--- config.mk ---
export PLATFORM = sky130hd
export DESIGN_NAME = qpm_pin_mode
export DESIGN_NICKNAME = d
export VERILOG_FILES = /design/src/qpm_pkg.sv /design/src/qpm_reg_if.sv /design/src/qpm_reg_mem.sv /design/src/qpm_pin_mode.sv
export SDC_FILE = /design/constraint.sdc
export NUM_CORES = 1
export LEC_CHECK = 0
export ABC_CLOCK_PERIOD_IN_PS = 2100
export CAP_MARGIN = 20
export CELL_PAD_IN_SITES_DETAIL_PLACEMENT = 0
export CELL_PAD_IN_SITES_GLOBAL_PLACEMENT = 1
export CORE_ASPECT_RATIO = 1.2
export CORE_MARGIN = 4
export CORE_UTILIZATION = 49
export CTS_CLUSTER_DIAMETER = 200
export DETAILED_ROUTE_END_ITERATION = 8
export DONT_BUFFER_PORTS = 1
export MAX_ROUTING_LAYER = met4
export PLACE_DENSITY_LB_ADDON = 0.1
export SLEW_MARGIN = 20
export SYNTH_ARGS = -nofsm -noshare
export SYNTH_HDL_FRONTEND = slang
export SYNTH_HIERARCHICAL = 1
export SYNTH_SLANG_ARGS = --single-unit
--- constraint.sdc ---
create_clock -name i_clk -period 2.1 [get_ports i_clk]
set_input_delay 0.21 -clock i_clk [delete_from_list [all_inputs] [get_ports i_clk]]
set_output_delay 0.21 -clock i_clk [all_outputs]
set_load 0.1 [all_outputs]
--- src/qpm_pkg.sv ---
// Package with constants for the quad serial-port pin mode select block
package qpm_pkg;

    // ****************************************************************
    // Mode straps
    // ****************************************************************
    localparam logic [2:0] MODE_STANDALONE = 3'h7;
    localparam logic [2:0] MODE_MINI_A     = 3'h1;
    localparam logic [2:0] MODE_MINI_B     = 3'h3;

    // ****************************************************************
    // Register space
    // ****************************************************************
    localparam int NUM_CH       = 4;
    localparam int ADDR_W       = 5;
    localparam int REG_IDX_W    = 3;
    localparam int CH_IDX_W     = 2;
    localparam logic [2:0] REG_FIFO_CTRL_IDX  = 3'h2;
    localparam logic [2:0] REG_LINE_CTRL_IDX  = 3'h3;
    localparam logic [2:0] REG_MODEM_CTRL_IDX = 3'h4;
    localparam logic [2:0] REG_MSR_IDX = 3'h6;
    localparam logic [2:0] REG_SCR_IDX = 3'h7;
    localparam logic [2:0] REG_EFR_IDX = 3'h5;

    // ****************************************************************
    // Field positions
    // ****************************************************************
    localparam int FIFO_CTRL_DEEP_BIT  = 5;
    localparam int LINE_CTRL_DLAB_BIT  = 7;
    localparam int MODEM_CTRL_IRDA_BIT = 6;
    localparam int EFR_ENH_BIT         = 4;
    localparam int MSR_CARRIER_BIT     = 7;
    localparam int MSR_CARRIER_CHG_BIT = 3;
    localparam int STS_FSEL_BIT   = 0;
    localparam int STS_DEEP_BIT   = 1;

    // ****************************************************************
    // FIFO depths and reset values
    // ****************************************************************
    localparam int FIFO_DEPTH_STD  = 16;
    localparam int FIFO_DEPTH_DEEP = 128;
    localparam logic [7:0] REG_RST = 8'h00;

    // Access kind on the local processor port
    typedef enum logic [1:0] {
        QPM_ACC_IDLE,
        QPM_ACC_READ,
        QPM_ACC_WRITE
    } qpm_acc_t;

endpackage

--- src/qpm_reg_if.sv ---
// Interface joining the top to the per-channel register memory
`timescale 1ns/1ps
interface qpm_reg_if;
    logic       we;
    logic [4:0] waddr;
    logic [7:0] wdata;
    logic [4:0] raddr;
    logic [7:0] rdata;

    modport ctrl (output we, output waddr, output wdata, output raddr, input rdata);
    modport mem  (input we, input waddr, input wdata, input raddr, output rdata);
endinterface

--- src/qpm_reg_mem.sv ---
// Small register memory holding channel registers, registered read data
`timescale 1ns/1ps
module qpm_reg_mem #(
    parameter int DEPTH = 32
) (
    input  wire logic  i_clk,
    input  wire logic  i_rst_n,
    qpm_reg_if.mem     bus
);
    logic [7:0] mem_ff     [DEPTH];
    logic [7:0] nxt_mem    [DEPTH];
    logic [7:0] rdata_ff;
    logic [7:0] nxt_rdata;

    always_comb begin
        nxt_mem   = mem_ff;
        nxt_rdata = mem_ff[bus.raddr];
        if (bus.we) begin
            nxt_mem[bus.waddr] = bus.wdata;
        end
    end

    always_ff @(posedge i_clk or negedge i_rst_n) begin
        if (!i_rst_n) begin
            for (int i = 0; i < DEPTH; i++) begin
                mem_ff[i] <= qpm_pkg::REG_RST;
            end
            rdata_ff <= qpm_pkg::REG_RST;
        end else begin
            mem_ff   <= nxt_mem;
            rdata_ff <= nxt_rdata;
        end
    end

    assign bus.rdata = rdata_ff;
endmodule // qpm_reg_mem

--- src/qpm_pin_mode.sv ---
// Mode-dependent pin function logic for the quad serial-port device
// Operation
// - Straps 111 select standalone processor port
// - Standalone mode ignores all PCI inputs
// - Pin one: open-drain INTA, standalone driven interrupt
// - Pin two: INTB, or CLKRUN in mini modes; released in standalone
// - FIFO depth 16 pin low, 128 high
// - Software reads live depth-select pin level
// - Deep write with latch bit, or enhanced: 128
// - Modem control bit6 in enhanced: infrared transmit
// - Infrared enabled: decode receive as infrared
// - Carrier detect low means carrier present
`timescale 1ns/1ps
module qpm_pin_mode #(
    parameter int NUM_CH = 4
) (
    input  wire logic              i_clk,
    input  wire logic              i_rst_n,
    input  wire logic [2:0]        i_mode,
    input  wire logic              i_fifo_depth_select_pin,
    input  wire logic              i_cs_n,
    input  wire logic              i_rd_n,
    input  wire logic              i_wr_n,
    input  wire logic [4:0]        i_addr,
    input  wire logic [7:0]        i_data,
    input  wire logic [NUM_CH-1:0] i_uart_int,
    input  wire logic              i_pci_inta_req,
    input  wire logic              i_pci_intb_req,
    input  wire logic              i_clkrun_req,
    input  wire logic              i_clkrun_pin,
    input  wire logic              i_pci_frame_n,
    input  wire logic              i_pci_irdy_n,
    input  wire logic              i_pci_idsel,
    input  wire logic [NUM_CH-1:0] i_serial_tx,
    input  wire logic [NUM_CH-1:0] i_irda_tx,
    input  wire logic [NUM_CH-1:0] i_serial_rx_pin,
    input  wire logic [NUM_CH-1:0] i_carrier_detect_n,
    output logic [7:0]             o_data,
    output logic                   o_data_oe_n,
    output logic                   o_rd_data_ctrl,
    output logic                   o_int1_out,
    output logic                   o_int1_oe_n,
    output logic                   o_int2_out,
    output logic                   o_int2_oe_n,
    output logic                   o_standalone,
    output logic                   o_pci_frame_n,
    output logic                   o_pci_irdy_n,
    output logic                   o_pci_idsel,
    output logic                   o_clkrun_n,
    output logic [7:0]             o_fifo_depth,
    output logic                   o_fsel_level,
    output logic [NUM_CH-1:0]      o_serial_tx_pin,
    output logic [NUM_CH-1:0]      o_rx_plain,
    output logic [NUM_CH-1:0]      o_rx_irda,
    output logic [NUM_CH-1:0]      o_carrier_present
);

    // ****************************************************************
    // Register memory
    // ****************************************************************
    qpm_reg_if rif ();

    qpm_reg_mem #(
        .DEPTH (NUM_CH * 8)
    ) u_mem (
        .i_clk   (i_clk),
        .i_rst_n (i_rst_n),
        .bus     (rif)
    );

    // ****************************************************************
    // Helpers
    // ****************************************************************

    function automatic logic is_mini(input logic [2:0] m);
        is_mini = (m == qpm_pkg::MODE_MINI_A) || (m == qpm_pkg::MODE_MINI_B);
    endfunction

    function automatic logic [1:0] ch_of(input logic [4:0] a);
        ch_of = a[qpm_pkg::ADDR_W-1:qpm_pkg::REG_IDX_W];
    endfunction

    // ****************************************************************
    // Access decode
    // ****************************************************************
    logic                 standalone;
    qpm_pkg::qpm_acc_t    acc;
    qpm_pkg::qpm_acc_t    acc_ff;
    qpm_pkg::qpm_acc_t    nxt_acc;

    assign standalone = (i_mode == qpm_pkg::MODE_STANDALONE);

    // Read wins when both strobes are low
    always_comb begin
        acc = qpm_pkg::QPM_ACC_IDLE;
        if (standalone && !i_cs_n && !i_rd_n) begin
            acc = qpm_pkg::QPM_ACC_READ;
        end else if (standalone && !i_cs_n && !i_wr_n) begin
            acc = qpm_pkg::QPM_ACC_WRITE;
        end
    end

    // Write only on the first cycle of the strobe
    assign rif.we    = (acc == qpm_pkg::QPM_ACC_WRITE) && (acc_ff != qpm_pkg::QPM_ACC_WRITE);
    assign rif.waddr = i_addr;
    assign rif.wdata = i_data;
    assign rif.raddr = i_addr;

    // ****************************************************************
    // Per-channel shadow control bits
    // ****************************************************************
    logic [NUM_CH-1:0] dlab_ff,  nxt_dlab;
    logic [NUM_CH-1:0] deep_ff,  nxt_deep;
    logic [NUM_CH-1:0] irda_ff,  nxt_irda;
    logic [NUM_CH-1:0] enh_ff,   nxt_enh;

    always_comb begin
        logic [1:0] ch;
        logic [2:0] ri;
        ch       = ch_of(i_addr);
        ri       = i_addr[qpm_pkg::REG_IDX_W-1:0];
        nxt_dlab = dlab_ff;
        nxt_deep = deep_ff;
        nxt_irda = irda_ff;
        nxt_enh  = enh_ff;
        if (rif.we) begin
            unique case (ri)
                qpm_pkg::REG_LINE_CTRL_IDX: nxt_dlab[ch] = i_data[qpm_pkg::LINE_CTRL_DLAB_BIT];
                qpm_pkg::REG_FIFO_CTRL_IDX: begin
                    if (dlab_ff[ch]) begin
                        nxt_deep[ch] = i_data[qpm_pkg::FIFO_CTRL_DEEP_BIT];
                    end
                end
                qpm_pkg::REG_MODEM_CTRL_IDX: nxt_irda[ch] = i_data[qpm_pkg::MODEM_CTRL_IRDA_BIT];
                qpm_pkg::REG_EFR_IDX: nxt_enh[ch]  = i_data[qpm_pkg::EFR_ENH_BIT];
                default: ;
            endcase
        end
    end

    // ****************************************************************
    // Shadow bit registers
    // ****************************************************************

    always_ff @(posedge i_clk or negedge i_rst_n) begin
        if (!i_rst_n) begin
            dlab_ff <= '0;
            deep_ff <= '0;
            irda_ff <= '0;
            enh_ff  <= '0;
            acc_ff  <= qpm_pkg::QPM_ACC_IDLE;
        end else begin
            dlab_ff <= nxt_dlab;
            deep_ff <= nxt_deep;
            irda_ff <= nxt_irda;
            enh_ff  <= nxt_enh;
            acc_ff  <= nxt_acc;
        end
    end

    assign nxt_acc = acc;

    // ****************************************************************
    // Output stage
    // ****************************************************************
    logic [7:0]        data_ff,    nxt_data;
    logic              doe_ff,     nxt_doe;
    logic              rdc_ff,     nxt_rdc;
    logic              i1o_ff,     nxt_i1o;
    logic              i1e_ff,     nxt_i1e;
    logic              i2o_ff,     nxt_i2o;
    logic              i2e_ff,     nxt_i2e;
    logic              sa_ff,      nxt_sa;
    logic              frm_ff,     nxt_frm;
    logic              irdy_ff,    nxt_irdy;
    logic              idsel_ff,   nxt_idsel;
    logic              ckr_ff,     nxt_ckr;
    logic [7:0]        depth_ff,   nxt_depth;
    logic              fsel_ff,    nxt_fsel;
    logic [NUM_CH-1:0] tx_ff,      nxt_tx;
    logic [NUM_CH-1:0] rxp_ff,     nxt_rxp;
    logic [NUM_CH-1:0] rxi_ff,     nxt_rxi;
    logic [NUM_CH-1:0] cd_ff,      nxt_cd;

    always_comb begin
        logic [1:0] ch;
        logic [2:0] ri;
        logic       deep_any;
        logic [NUM_CH-1:0] irda_on;
        ch       = ch_of(i_addr);
        ri       = i_addr[qpm_pkg::REG_IDX_W-1:0];
        irda_on  = irda_ff & enh_ff;
        deep_any = i_fifo_depth_select_pin || (|deep_ff) || (|enh_ff);
        nxt_sa   = standalone;
        // Read data: live pin level and carrier in synthetic bits
        nxt_rdc  = (acc == qpm_pkg::QPM_ACC_READ);
        nxt_doe  = !(acc == qpm_pkg::QPM_ACC_READ);
        nxt_data = rif.rdata;
        if (ri == qpm_pkg::REG_SCR_IDX) begin
            nxt_data = '0;
            nxt_data[qpm_pkg::STS_FSEL_BIT] = i_fifo_depth_select_pin;
            nxt_data[qpm_pkg::STS_DEEP_BIT] = deep_any;
        end else if (ri == qpm_pkg::REG_MSR_IDX) begin
            nxt_data = '0;
            nxt_data[qpm_pkg::MSR_CARRIER_BIT] = !i_carrier_detect_n[ch];
        end
        // Interrupt pin one
        if (standalone) begin
            nxt_i1o = |i_uart_int;
            nxt_i1e = 1'b0;
        end else begin
            nxt_i1o = 1'b0;
            nxt_i1e = !i_pci_inta_req;
        end
        // Interrupt pin two
        nxt_i2o = 1'b0;
        if (is_mini(i_mode)) begin
            nxt_i2e = !i_clkrun_req;
        end else if (standalone) begin
            nxt_i2e = 1'b1;
        end else begin
            nxt_i2e = !i_pci_intb_req;
        end
        nxt_ckr   = is_mini(i_mode) ? i_clkrun_pin : 1'b1;
        // PCI inputs forced inactive in standalone
        nxt_frm   = standalone ? 1'b1 : i_pci_frame_n;
        nxt_irdy  = standalone ? 1'b1 : i_pci_irdy_n;
        nxt_idsel = standalone ? 1'b0 : i_pci_idsel;
        nxt_depth = deep_any ? 8'(qpm_pkg::FIFO_DEPTH_DEEP) : 8'(qpm_pkg::FIFO_DEPTH_STD);
        nxt_fsel  = i_fifo_depth_select_pin;
        nxt_tx    = (irda_on & i_irda_tx) | (~irda_on & i_serial_tx);
        nxt_rxi   = irda_on & i_serial_rx_pin;
        nxt_rxp   = ~irda_on & i_serial_rx_pin | irda_on;
        nxt_cd    = ~i_carrier_detect_n;
    end

    always_ff @(posedge i_clk or negedge i_rst_n) begin
        if (!i_rst_n) begin
            data_ff  <= '0;
            doe_ff   <= 1'b1;
            rdc_ff   <= 1'b0;
            i1o_ff   <= 1'b0;
            i1e_ff   <= 1'b1;
            i2o_ff   <= 1'b0;
            i2e_ff   <= 1'b1;
            sa_ff    <= 1'b0;
            frm_ff   <= 1'b1;
            irdy_ff  <= 1'b1;
            idsel_ff <= 1'b0;
            ckr_ff   <= 1'b1;
            depth_ff <= 8'(qpm_pkg::FIFO_DEPTH_STD);
            fsel_ff  <= 1'b0;
            tx_ff    <= '1;
            rxp_ff   <= '1;
            rxi_ff   <= '0;
            cd_ff    <= '0;
        end else begin
            data_ff  <= nxt_data;
            doe_ff   <= nxt_doe;
            rdc_ff   <= nxt_rdc;
            i1o_ff   <= nxt_i1o;
            i1e_ff   <= nxt_i1e;
            i2o_ff   <= nxt_i2o;
            i2e_ff   <= nxt_i2e;
            sa_ff    <= nxt_sa;
            frm_ff   <= nxt_frm;
            irdy_ff  <= nxt_irdy;
            idsel_ff <= nxt_idsel;
            ckr_ff   <= nxt_ckr;
            depth_ff <= nxt_depth;
            fsel_ff  <= nxt_fsel;
            tx_ff    <= nxt_tx;
            rxp_ff   <= nxt_rxp;
            rxi_ff   <= nxt_rxi;
            cd_ff    <= nxt_cd;
        end
    end

    // ****************************************************************
    // Pin drivers
    // ****************************************************************

    assign o_data            = data_ff;
    assign o_data_oe_n       = doe_ff;
    assign o_rd_data_ctrl    = rdc_ff;
    assign o_int1_out        = i1o_ff;
    assign o_int1_oe_n       = i1e_ff;
    assign o_int2_out        = i2o_ff;
    assign o_int2_oe_n       = i2e_ff;
    assign o_standalone      = sa_ff;
    assign o_pci_frame_n     = frm_ff;
    assign o_pci_irdy_n      = irdy_ff;
    assign o_pci_idsel       = idsel_ff;
    assign o_clkrun_n        = ckr_ff;
    assign o_fifo_depth      = depth_ff;
    assign o_fsel_level      = fsel_ff;
    assign o_serial_tx_pin   = tx_ff;
    assign o_rx_plain        = rxp_ff;
    assign o_rx_irda         = rxi_ff;
    assign o_carrier_present = cd_ff;

endmodule // qpm_pin_mode

# [Word-level counts from Yosys, hierarchy flattened]
# Cells that the tools add are included.
[word_totals] regBits=325 in_bits=49 output_inout_bits=44 elab_cells=134
[classes] order_cmp=4 n_eq_ne=12 mux=29 n_bitwise=10 n_reduce_logical=24
[op_table] cell="bitwise mux 256 bit" n=1
[op_table] cell="2-to-1 mux 8 bit" n=6
[op_table] cell="binary-select mux 8 bit (select 5 bit)" n=1
[op_table] cell="demux 8 bit (select 5 bit)" n=1
[op_table] cell="AND 4 bit" n=5
[op_table] cell="bitwise mux 4 bit" n=4
[op_table] cell="== test 3 bit, second input constant" n=5
[op_table] cell="OR reduction 4 bit" n=3
[op_table] cell="2-to-1 mux 1 bit" n=11
[op_table] cell="== test 3 x 2 -> 1 bit, second input constant" n=3
[op_table] cell="zero test 1 bit" n=8
[op_table] cell="inverter 4 bit" n=2
[op_table] cell="bitwise OR 4 bit" n=2
[op_table] cell=">= comparator 6 bit, second input constant" n=1
[op_table] cell="logical AND 1 bit" n=6
[op_table] cell="less-than comparator 6 x 1 -> 1 bit, second input constant" n=1
[op_table] cell="inverter 5 -> 6 bit" n=1
[op_table] cell="AND reduction 2 bit" n=3
[op_table] cell="binary-select mux 1 bit (select 2 bit)" n=2
[op_table] cell="2-to-1 mux 2 bit" n=2
[op_table] cell="== test 3 x 1 -> 1 bit, second input constant" n=1
[op_table] cell="logical OR 1 bit" n=3
[op_table] cell="less-than comparator 2 x 3 -> 1 bit, second input constant" n=1
[op_table] cell="AND reduction 3 bit" n=1
[op_table] cell="other kinds (5)" n=5

# [Longest topological paths before layout]
# Gate-level depths: netlist of the first run.
[depth] word_depth=8 ltp_mapped=9

# [Cells and area by module]
# The synthesis of the first run kept the hierarchy.
[by_module_without_submodules] module="qpm_reg_mem" n_inst=1 cells_per_inst=707 area_each_um2=11848.9 seq_area_each_um2=6606.3
[by_module_without_submodules] module="qpm_pin_mode" n_inst=1 cells_per_inst=164 area_each_um2=2168.3 seq_area_each_um2=1370.1

# [Worst setup path after synthesis of the first run]
# No wires, ideal clock.
[synth_path] path_type="register to register" start="reg, netlist name o_rd_data_ctrl" end="reg u_mem/mem_ff[152] (netlist name)" setup_time_ns=0.125 arrival_ns=2.818 t_required_ns=1.975 slack_ns=-0.843 path_stages_with_launch=9 synth_period_minus_slack_ns=2.943 cell_sequence="dfrtp_1 -> nand2b_1 -> nand3_4 -> inv_1 -> clkbuf_1 -> or3b_2 -> clkbuf_1 -> nor2_2 -> mux2_2"
[synth_lines] item="end signal: indexed assignment" line="qpm_reg_mem.sv:26" text="mem_ff[i] <= qpm_pkg::REG_RST;"
[synth_lines] item="end signal: assignment" line="qpm_reg_mem.sv:30" text="mem_ff <= nxt_mem;"
[synth_lines] item="end: declaration" line="qpm_reg_mem.sv:10" text="logic [7:0] mem_ff [DEPTH];"

# [Final worst setup path of the first run]
[layout_path] start="in i_mode[0]" end="reg u_mem/mem_ff[28] (netlist name)"
[layout_between] elab_chain_cells=7
[layout_lines] item="start: declaration" line="qpm_pin_mode.sv:19" text="input wire logic [2:0] i_mode,"
[layout_lines] item="== test 3 bit (*)" line="qpm_pin_mode.sv:91" text="assign standalone = (i_mode == qpm_pkg::MODE_STANDALONE);"
[layout_lines] item="net nxt_sa" line="qpm_pin_mode.sv:173" text="logic sa_ff, nxt_sa;"
[layout_lines] item="logical AND 1 bit (*)" line="qpm_pin_mode.sv:96, qpm_pin_mode.sv:98"
[layout_lines] item="logical AND 1 bit" line="qpm_pin_mode.sv:98" text="end else if (standalone && !i_cs_n && !i_wr_n) begin"
[layout_lines] item="2-to-1 mux 2 bit" line="qpm_pin_mode.sv:98"
[layout_lines] item="2-to-1 mux 2 bit (*)" line="qpm_pin_mode.sv:96" text="if (standalone && !i_cs_n && !i_rd_n) begin"
[layout_lines] item="== test 2 bit (*)" line="qpm_pin_mode.sv:104" text="assign rif.we = (acc == qpm_pkg::QPM_ACC_WRITE) && (acc_ff != qpm_pkg::QPM_ACC_WRITE);"
[layout_lines] item="logical AND 1 bit (*)" line="qpm_pin_mode.sv:104"
[layout_lines] item="net rif.we" line="qpm_reg_if.sv:4" text="logic we;"
# Mark *: on every way through the listed nets, which the timed path passes. The rest lies on a longest branch.
# A chain may end at the register's enable or synchronous reset.

==> summary.md, run 1 <==
| Metric | Value |
|---|---|
| GR Layer Usage met2 | 33.8% |
| R2r startpoint | o_rd_data_ctrl |
| Hold Crit Class | primary input to async pin |
| WL final | 31300 um |
| Failing checks | negative hold slack |
| Met1 Usage GRT | 28.4% |
| Die width | 162 um |
| N_diodes | 0 |
| Clock Pin Slew Worst Setup and Hold Paths | 60 ps |
| Clock buffer depth | 3 |
| CTS tree | done |
| Sink Count | ~320 |
| Busiest grt layer | met2 |
| Lkg Pwr | 7.84 nW |
| IO buf count | 0 |
| Fin. Hold Viols | approximately 320 |
| DRT iter0 DRCs | 528 |
| Initial core utilization | 49.9% |
| Critical path type | primary input to flop |
| Overflow after GRT | 0 |
| Die footprint | 31400 um^2 |
| Worst EP arrival | 2420 ps |
| R2R setup slack | ~80 ps |
| CTS Hold Bufs | between 40 and 50 |
| Minimum clock period after layout | ~2000 ps |
| H-Tree Depth | 2 |
| GR Layer Usage met3 | 3.51% |
| Syn Std Cell Area | 14000 um^2 |
| Synth Register Bits | 318 |
| Commonest cells after routing, fill and taps aside | dfrtp_1, mux2_2, mux4_2 |
| Reg-to-Reg End | u_mem/mem_ff[28] |
| Crit Path Max Fanout | 8 |
| # fillers | 2132 |
| Nets | 994 |
| Slew Viols, Final | 0 |
| Total GRT Usage | 21.0% |
| Initial antenna violation count | 0 |
| Routed len/inst | 23.2 um |
| Status | complete, but fails checks |
| Synth warn | 6 |
| CP startpoint kind | primary input |
| TritonRoute pass-1 iters | 4 |
| Worst Reg-to-Reg Cells | 6 |
| DP Cell Count | 1242 |
| RSZ-0062 raised after global routing | false |
| Post-detail-place hpwl | between 15000 and 20000 um |
| Skew final | 15.2 ps |
| Top_reg_cell synth | dfrtp_1 |
| Drt via density | 5.69 |
| Die height | 193 um |
| Max-Cap Viols | 0 |
| Mapped Cells | 871 |
| CTS buffer count | 34 |
| Setup Viol. Count Final | 0 |
| Synth unique cells | 38 |
| Sequential fraction of the synthesis area | 56.9% |
| Vias | 7684 |
| Root Buffer | clkbuf_16 |
| VDD IR max | 0.512 mV |
| Largest net degree at the start of global routing | 319 |
| FMAX | 0.491 GHz |
| Final core utilization | 58.6% |
| Commonest non-fill, non-tap cell in the layout | dfrtp_1 |
| Hold_ws | -599 ps |
| Ports | 93 |
| Part of the cycle the worst path needs | 96.9% |
| Rows | 67 |
| Post-DRT Antenna Nets | 0 |
| Syn avg cell area | about 16 um^2 |
| EDFF count, synth | 0 |
| Vias in the first global route | 8591 |
| First-pass GRT wire length | 50300 um |
| Tightest Pin Transition | ~680 ps |
| P per Cell Area | approximately 800 nW/um^2 |
| Finished Layout Cells | approximately 1400 |
| Critical Path RT | 2490 ps |
| Clock Latency Late Sink | 500 ps |
| Critical path endpoint category | flop |
| Async set-reset flop share out of synthesis | 100% |
| CORE AREA | 28100 um^2 |
| Area of the multi-input gates | 5910 um^2 |
| P&R area growth vs syn | 17.3% |
| Max-slew headroom | 54.9% |
| Layout cells sized above 1 | 52.6% |
| Drt drc | 0 |
| Placer Congestion | between 0.7 and 0.8 |
| Register area | between 7000 and 8000 um^2 |
-- layout make-up --
type,count,area share (%)
Sequential cell,318,48.5
Multi-Input combinational cell,490,35.9
Tap cell,379,2.88
Clock inverter,13,0.715
Inverter,9,0.228
Clock buffer,49,6.21
Timing Repair Buffer,92,5.52
-- what timing repair did --
action / in CTS / in global routing
buffers inserted: 0 / 1
resized for setup: 0 / 2
endpoints found under the setup margin: 0 / 12
endpoints found under the hold margin: 630 / 318
-- worst max path at each step --
stage                                   to  slack (ps)  cells past startpoint      startpoint
after floorplan           u_mem/mem_ff[24]        -240                      8  o_rd_data_ctrl
after global placement    u_mem/mem_ff[25]         100                      6          i_cs_n
after detailed placement  u_mem/mem_ff[63]          30                      6          i_cs_n
after CTS                 u_mem/mem_ff[24]          40                      6  o_rd_data_ctrl
after global routing      u_mem/mem_ff[28]           7                      6  o_rd_data_ctrl
final                     u_mem/mem_ff[28]          60                      8       i_mode[0]
-- metrics by stage --
stage / instance area [um^2] / power (mW) / TNS [ps] / worst slack (ps)
after CTS: 16400 / 13.2 / 0 / 43.6
after global placement: 14800 / 6.94 / 0 / 103
after detailed placement: 14800 / 6.96 / 0 / 27.1
final: 16400 / 13.0 / 0 / 64.7
after global routing: 16400 / 13.5 / 0 / 6.56
after floorplan: 14200 / 7.02 / -8930 / -240
-- cells in the mapped netlist (2+ instances only) --
library cell | number | area share [%]
dfrtp_1 | 303 | 54
mux2_2 | 278 | 22
mux4_2 | 81 | 13
clkbuf_1 | 39 | 1.0
nand2_1 | 27 | 0.72
dfstp_2 | 15 | 2.8
nor2_1 | 15 | 0.40
buf_4 | 13 | 0.70
nand2b_1 | 10 | 0.45
nor3_1 | 9 | 0.32
nor4_1 | 9 | 0.40
inv_1 | 8 | 0.21
and2_1 | 7 | 0.31
buf_1 | 6 | 0.16
mux2_1 | 6 | 0.48
nand3b_1 | 6 | 0.32
and3_1 | 5 | 0.22
nand3_1 | 4 | 0.14
nor2_2 | 4 | 0.18
nor3b_1 | 4 | 0.21
o21ai_0 | 3 | 0.11
and3b_1 | 2 | 0.12
nor4_2 | 2 | 0.18
-- metal layers --
| metal | wire [um] | vias up |
|---|---|---|
| li1 | - | 3364 |
| met1 | 13900 | 4120 |
| met2 | 15500 | 159 |
| met3 | 1330 | 41 |
| met4 | 638 | 0 |
| met5 | 0 | - |
-- power by group --
group | total, mW | internal (mW) | switching [mW]
Combinational | 0.619 | 0.281 | 0.339
Sequential | 6.41 | 6.25 | 0.164
Clock | 5.96 | 3.63 | 2.33
-- flip-flops by register name, summed over array words and instances (netlist names), 2 cells and up --
name               flops
u_mem/bus.rdata        8
o_rx_plain             4
u_mem/mem_ff         256
o_data                 8
deep_ff                4
irda_ff                4
enh_ff                 4
o_serial_tx_pin        4
o_fifo_depth           2
o_rx_irda              4
dlab_ff                4
o_carrier_present      4
-- critical path, cell delays in order --
cell and delay [ps]:
dlygate4sd3_1 560, nand3_1 150, clkinv_2 130, nand3_4 100, inv_4 120, or3b_4 470
nor2_4 340, mux2_4 340
-- cell families after synthesis --
logic type      count (synthesis)  synth area share [%]
buf+inv                        69                  2.27
other cells                     1                0.0268
flops                         318                  56.9
compound gates                  5                 0.223
mux                           366                  36.0
simple gates                  112                  4.56
Note: power is estimated with default switching activity, not from simulation.
==> run 2: changes to the inputs <==
--- a/config.mk
+++ b/config.mk
@@ -17,6 +17,7 @@
 export DONT_BUFFER_PORTS = 1
 export MAX_ROUTING_LAYER = met4
 export PLACE_DENSITY_LB_ADDON = 0.1
+export REMOVE_ABC_BUFFERS = 1
 export SLEW_MARGIN = 20
 export SYNTH_ARGS = -nofsm -noshare
 export SYNTH_HDL_FRONTEND = slang
==> run 2 against run 1 <==
Compared with the run above:
- the run still ends with negative hold slack left
- non-clock buffer count is 15 higher
- flip-flop and latch count unchanged
- final cell count grew 0.81%
- worst setup slack improved by 73 ps
- cell area rose by 0.14%
- sequential share of layout area fell by 0.089 points
- wire length up 4.6%
- first-iteration DRC count fell by 23%
- via count rose by 2.1%
- count of clock-buffer cells in the layout up 4
==> summary.md, run 2 (synthesized netlist as in run 1, its figures left out) <==
| Metric | Value |
|---|---|
| P per Cell Area | 775 nW/um^2 (-1.9%) |
| CTS Hold Bufs | 43 (-4.4%) |
| Failing checks | negative hold slack |
| Slowest cell delay on critical path | 360 ps (-200 ps) |
| CP startpoint kind | flop |
| Initial core utilization | 49.9% (unchanged) |
| FMAX | 0.510 GHz (+3.7%) |
| Total GRT Usage | 21.7% (+0.75 points) |
| Max reg flops | 256 (unchanged) |
| Crit Path Max Fanout | 7 (-1) |
| Die footprint | 31400 um^2 (unchanged) |
| Hold_ws | -596 ps (+3.14 ps) |
| Fin. Hold Viols | 318 (unchanged) |
| Ports | 93 (unchanged) |
| Final core utilization | 58.6% (+0.080 points) |
| Placer Congestion | 0.757 (-0.54%) |
| Register area | 7980 um^2 (about the same) |
| Nets | 1009 (+1.5%) |
| CTS buffer count | 34 (unchanged) |
| Status | complete, but fails checks |
| CORE AREA | 28100 um^2 (unchanged) |
| Tightest Pin Transition | 558 ps (-119 ps) |
| Clock Latency Late Sink | 500 ps (about the same) |
| VDD IR max | 0.547 mV (+6.8%) |
| IO buf count | 0 (unchanged) |
| Largest net degree at the start of global routing | 319 (unchanged) |
| Design area | 16500 um^2 (+0.14%) |
| Setup ws final | 138 ps (+73.3 ps) |
| DP Cell Count | 1260 (+1.4%) |
| Worst EP arrival | 2350 ps (-70 ps) |
| Root Buffer | clkbuf_16 |
| Rows | 67 (unchanged) |
| Part of the cycle the worst path needs | 93.4% (-3.5 points) |
| Commonest non-fill, non-tap cell in the layout | dfrtp_1 |
| Post-detail-place hpwl | 19600 um (+2.8%) |
| Drt drc | 0 (unchanged) |
| Hold Crit Class | primary input to async pin |
| CTS tree | done |
| Die height | 193 um (unchanged) |
| Crit-path cells | nand2b_4, nand3_4, inv_1, buf_4, nand3b_1, nor2_1, buf_4, mux2_2 |
| WL final | 32800 um (+4.6%) |
| RSZ-0062 raised after global routing | false |
| Area of the multi-input gates | 5760 um^2 (-2.6%) |
| Layout cells sized above 1 | 51.5% (-1.1 points) |
| Slew Viols, Final | 0 (unchanged) |
| Minimum clock period after layout | 1960 ps (-73.3 ps) |
| DRT iter0 DRCs | 409 (-23%) |
| Clock buffer depth | 3 (unchanged) |
| Vias | 7848 (+2.1%) |
| Die width | 162 um (unchanged) |
| Reg with most FFs | u_mem/mem_ff |
| Overflow after GRT | 0 (unchanged) |
| Clock Pin Slew Worst Setup and Hold Paths | 60 ps (about the same) |
| Max-Cap Viols | 0 (unchanged) |
| P&R area growth vs syn | 17.5% |
| Crit path top cell by count | buf_4 |
| # fillers | 2140 (+0.38%) |
| Commonest cells after routing, fill and taps aside | dfrtp_1, mux2_2, mux4_2 |
| Tot Pwr | 12.8 mW (-1.8%) |
| Setup tns final | 0 ps (unchanged) |
| Critical Path RT | 2490 ps (about the same) |
| Max-slew headroom | 62.8% (+7.9 points) |
| TritonRoute pass-1 iters | 4 (unchanged) |
| Routed len/inst | 24.1 um (+3.7%) |
| Vias in the first global route | 8688 (+1.1%) |
| Dpl ws | 26.6 ps (-0.539 ps) |
| Critical path type | flop to flop |
| Finished Layout Cells | 1361 (+0.81%) |
| Drt via density | 5.77 (+1.3%) |
| Critical path endpoint category | flop |
| Skew final | 9.40 ps (-5.84 ps) |
| Crit-path slowest cell | dfrtp_1 |
| Initial antenna violation count | 0 (unchanged) |
| Lkg Pwr | 7.92 nW (+1.0%) |
| First-pass GRT wire length | 51500 um (+2.5%) |
| Post-DRT Antenna Nets | 0 (unchanged) |
| H-Tree Depth | 2 (unchanged) |
| Setup Viol. Count Final | 0 (unchanged) |
| DP Area | 14900 um^2 (+0.84%) |
| Sink Count | 318 (unchanged) |
==> run 2: cell count changes in the layout (fill, tap and decap cells not counted), sizes merged <==
cell,delta
diode,+1
clkinv,-7
clkbuf,+4
dlygate4sd3,-2
buf,+17
bufinv,-1
clkinvlp,-1
==> run 2: where the power goes <==
group          switching, mW  internal [mW]
Clock                   2.27           3.47
Combinational          0.340          0.276
Sequential             0.163           6.25
==> run 2: area by class of cell <==
class                      instances  share of cell area (%)
clock inverter                     4                   0.274
sequential                       318                    48.4
tap                              379                    2.88
multi-input combinational        490                    34.9
clock buffer                      53                    6.23
inverter                           9                   0.213
antenna                            1                  0.0152
timing repair buffer             107                    7.01
==> run 2: worst max-delay path: cells and delay by family, from the launching register on <==
kind / cells / cell delay (ps)
muxes: 1 / 350
and+or+nand+nor: 4 / 710
buffers and inverters: 3 / 430
DFF: 1 / 360
==> run 2: what timing repair did <==
item | CTS | global route
hold endpoints to repair | 629 | 318
buffers inserted | 0 | 0
endpoints found under the setup margin | 0 | 39
resized for setup | 0 | 2
==> run 2: worst paths after layout <==
kind	startpoint	endpoint	slack, ps	cells past startpoint
worst max-delay path	o_rd_data_ctrl	u_mem/mem_ff[146]	140	8
worst min-delay path	i_rst_n	u_mem/mem_ff[207]	-600	0
worst max register to register	o_rd_data_ctrl	u_mem/mem_ff[146]	140	8
worst min register to register	deep_ff[1]	o_fifo_depth[4]	430	1
max in group asynchronous	i_rst_n	u_mem/mem_ff[136]	2210	0
min in group i_clk	i_mode[0]	o_pci_irdy_n	50	3
==> run 2: routing by layer <==
metal / up-vias / global-route usage, % / share of wire, %
li1: 3383 / - / -
met5: - / - / 0
met4: 0 / 4.45 / 1.7
met2: 193 / 35.0 / 50
met1: 4234 / 30.0 / 44
met3: 38 / 3.19 / 4.8
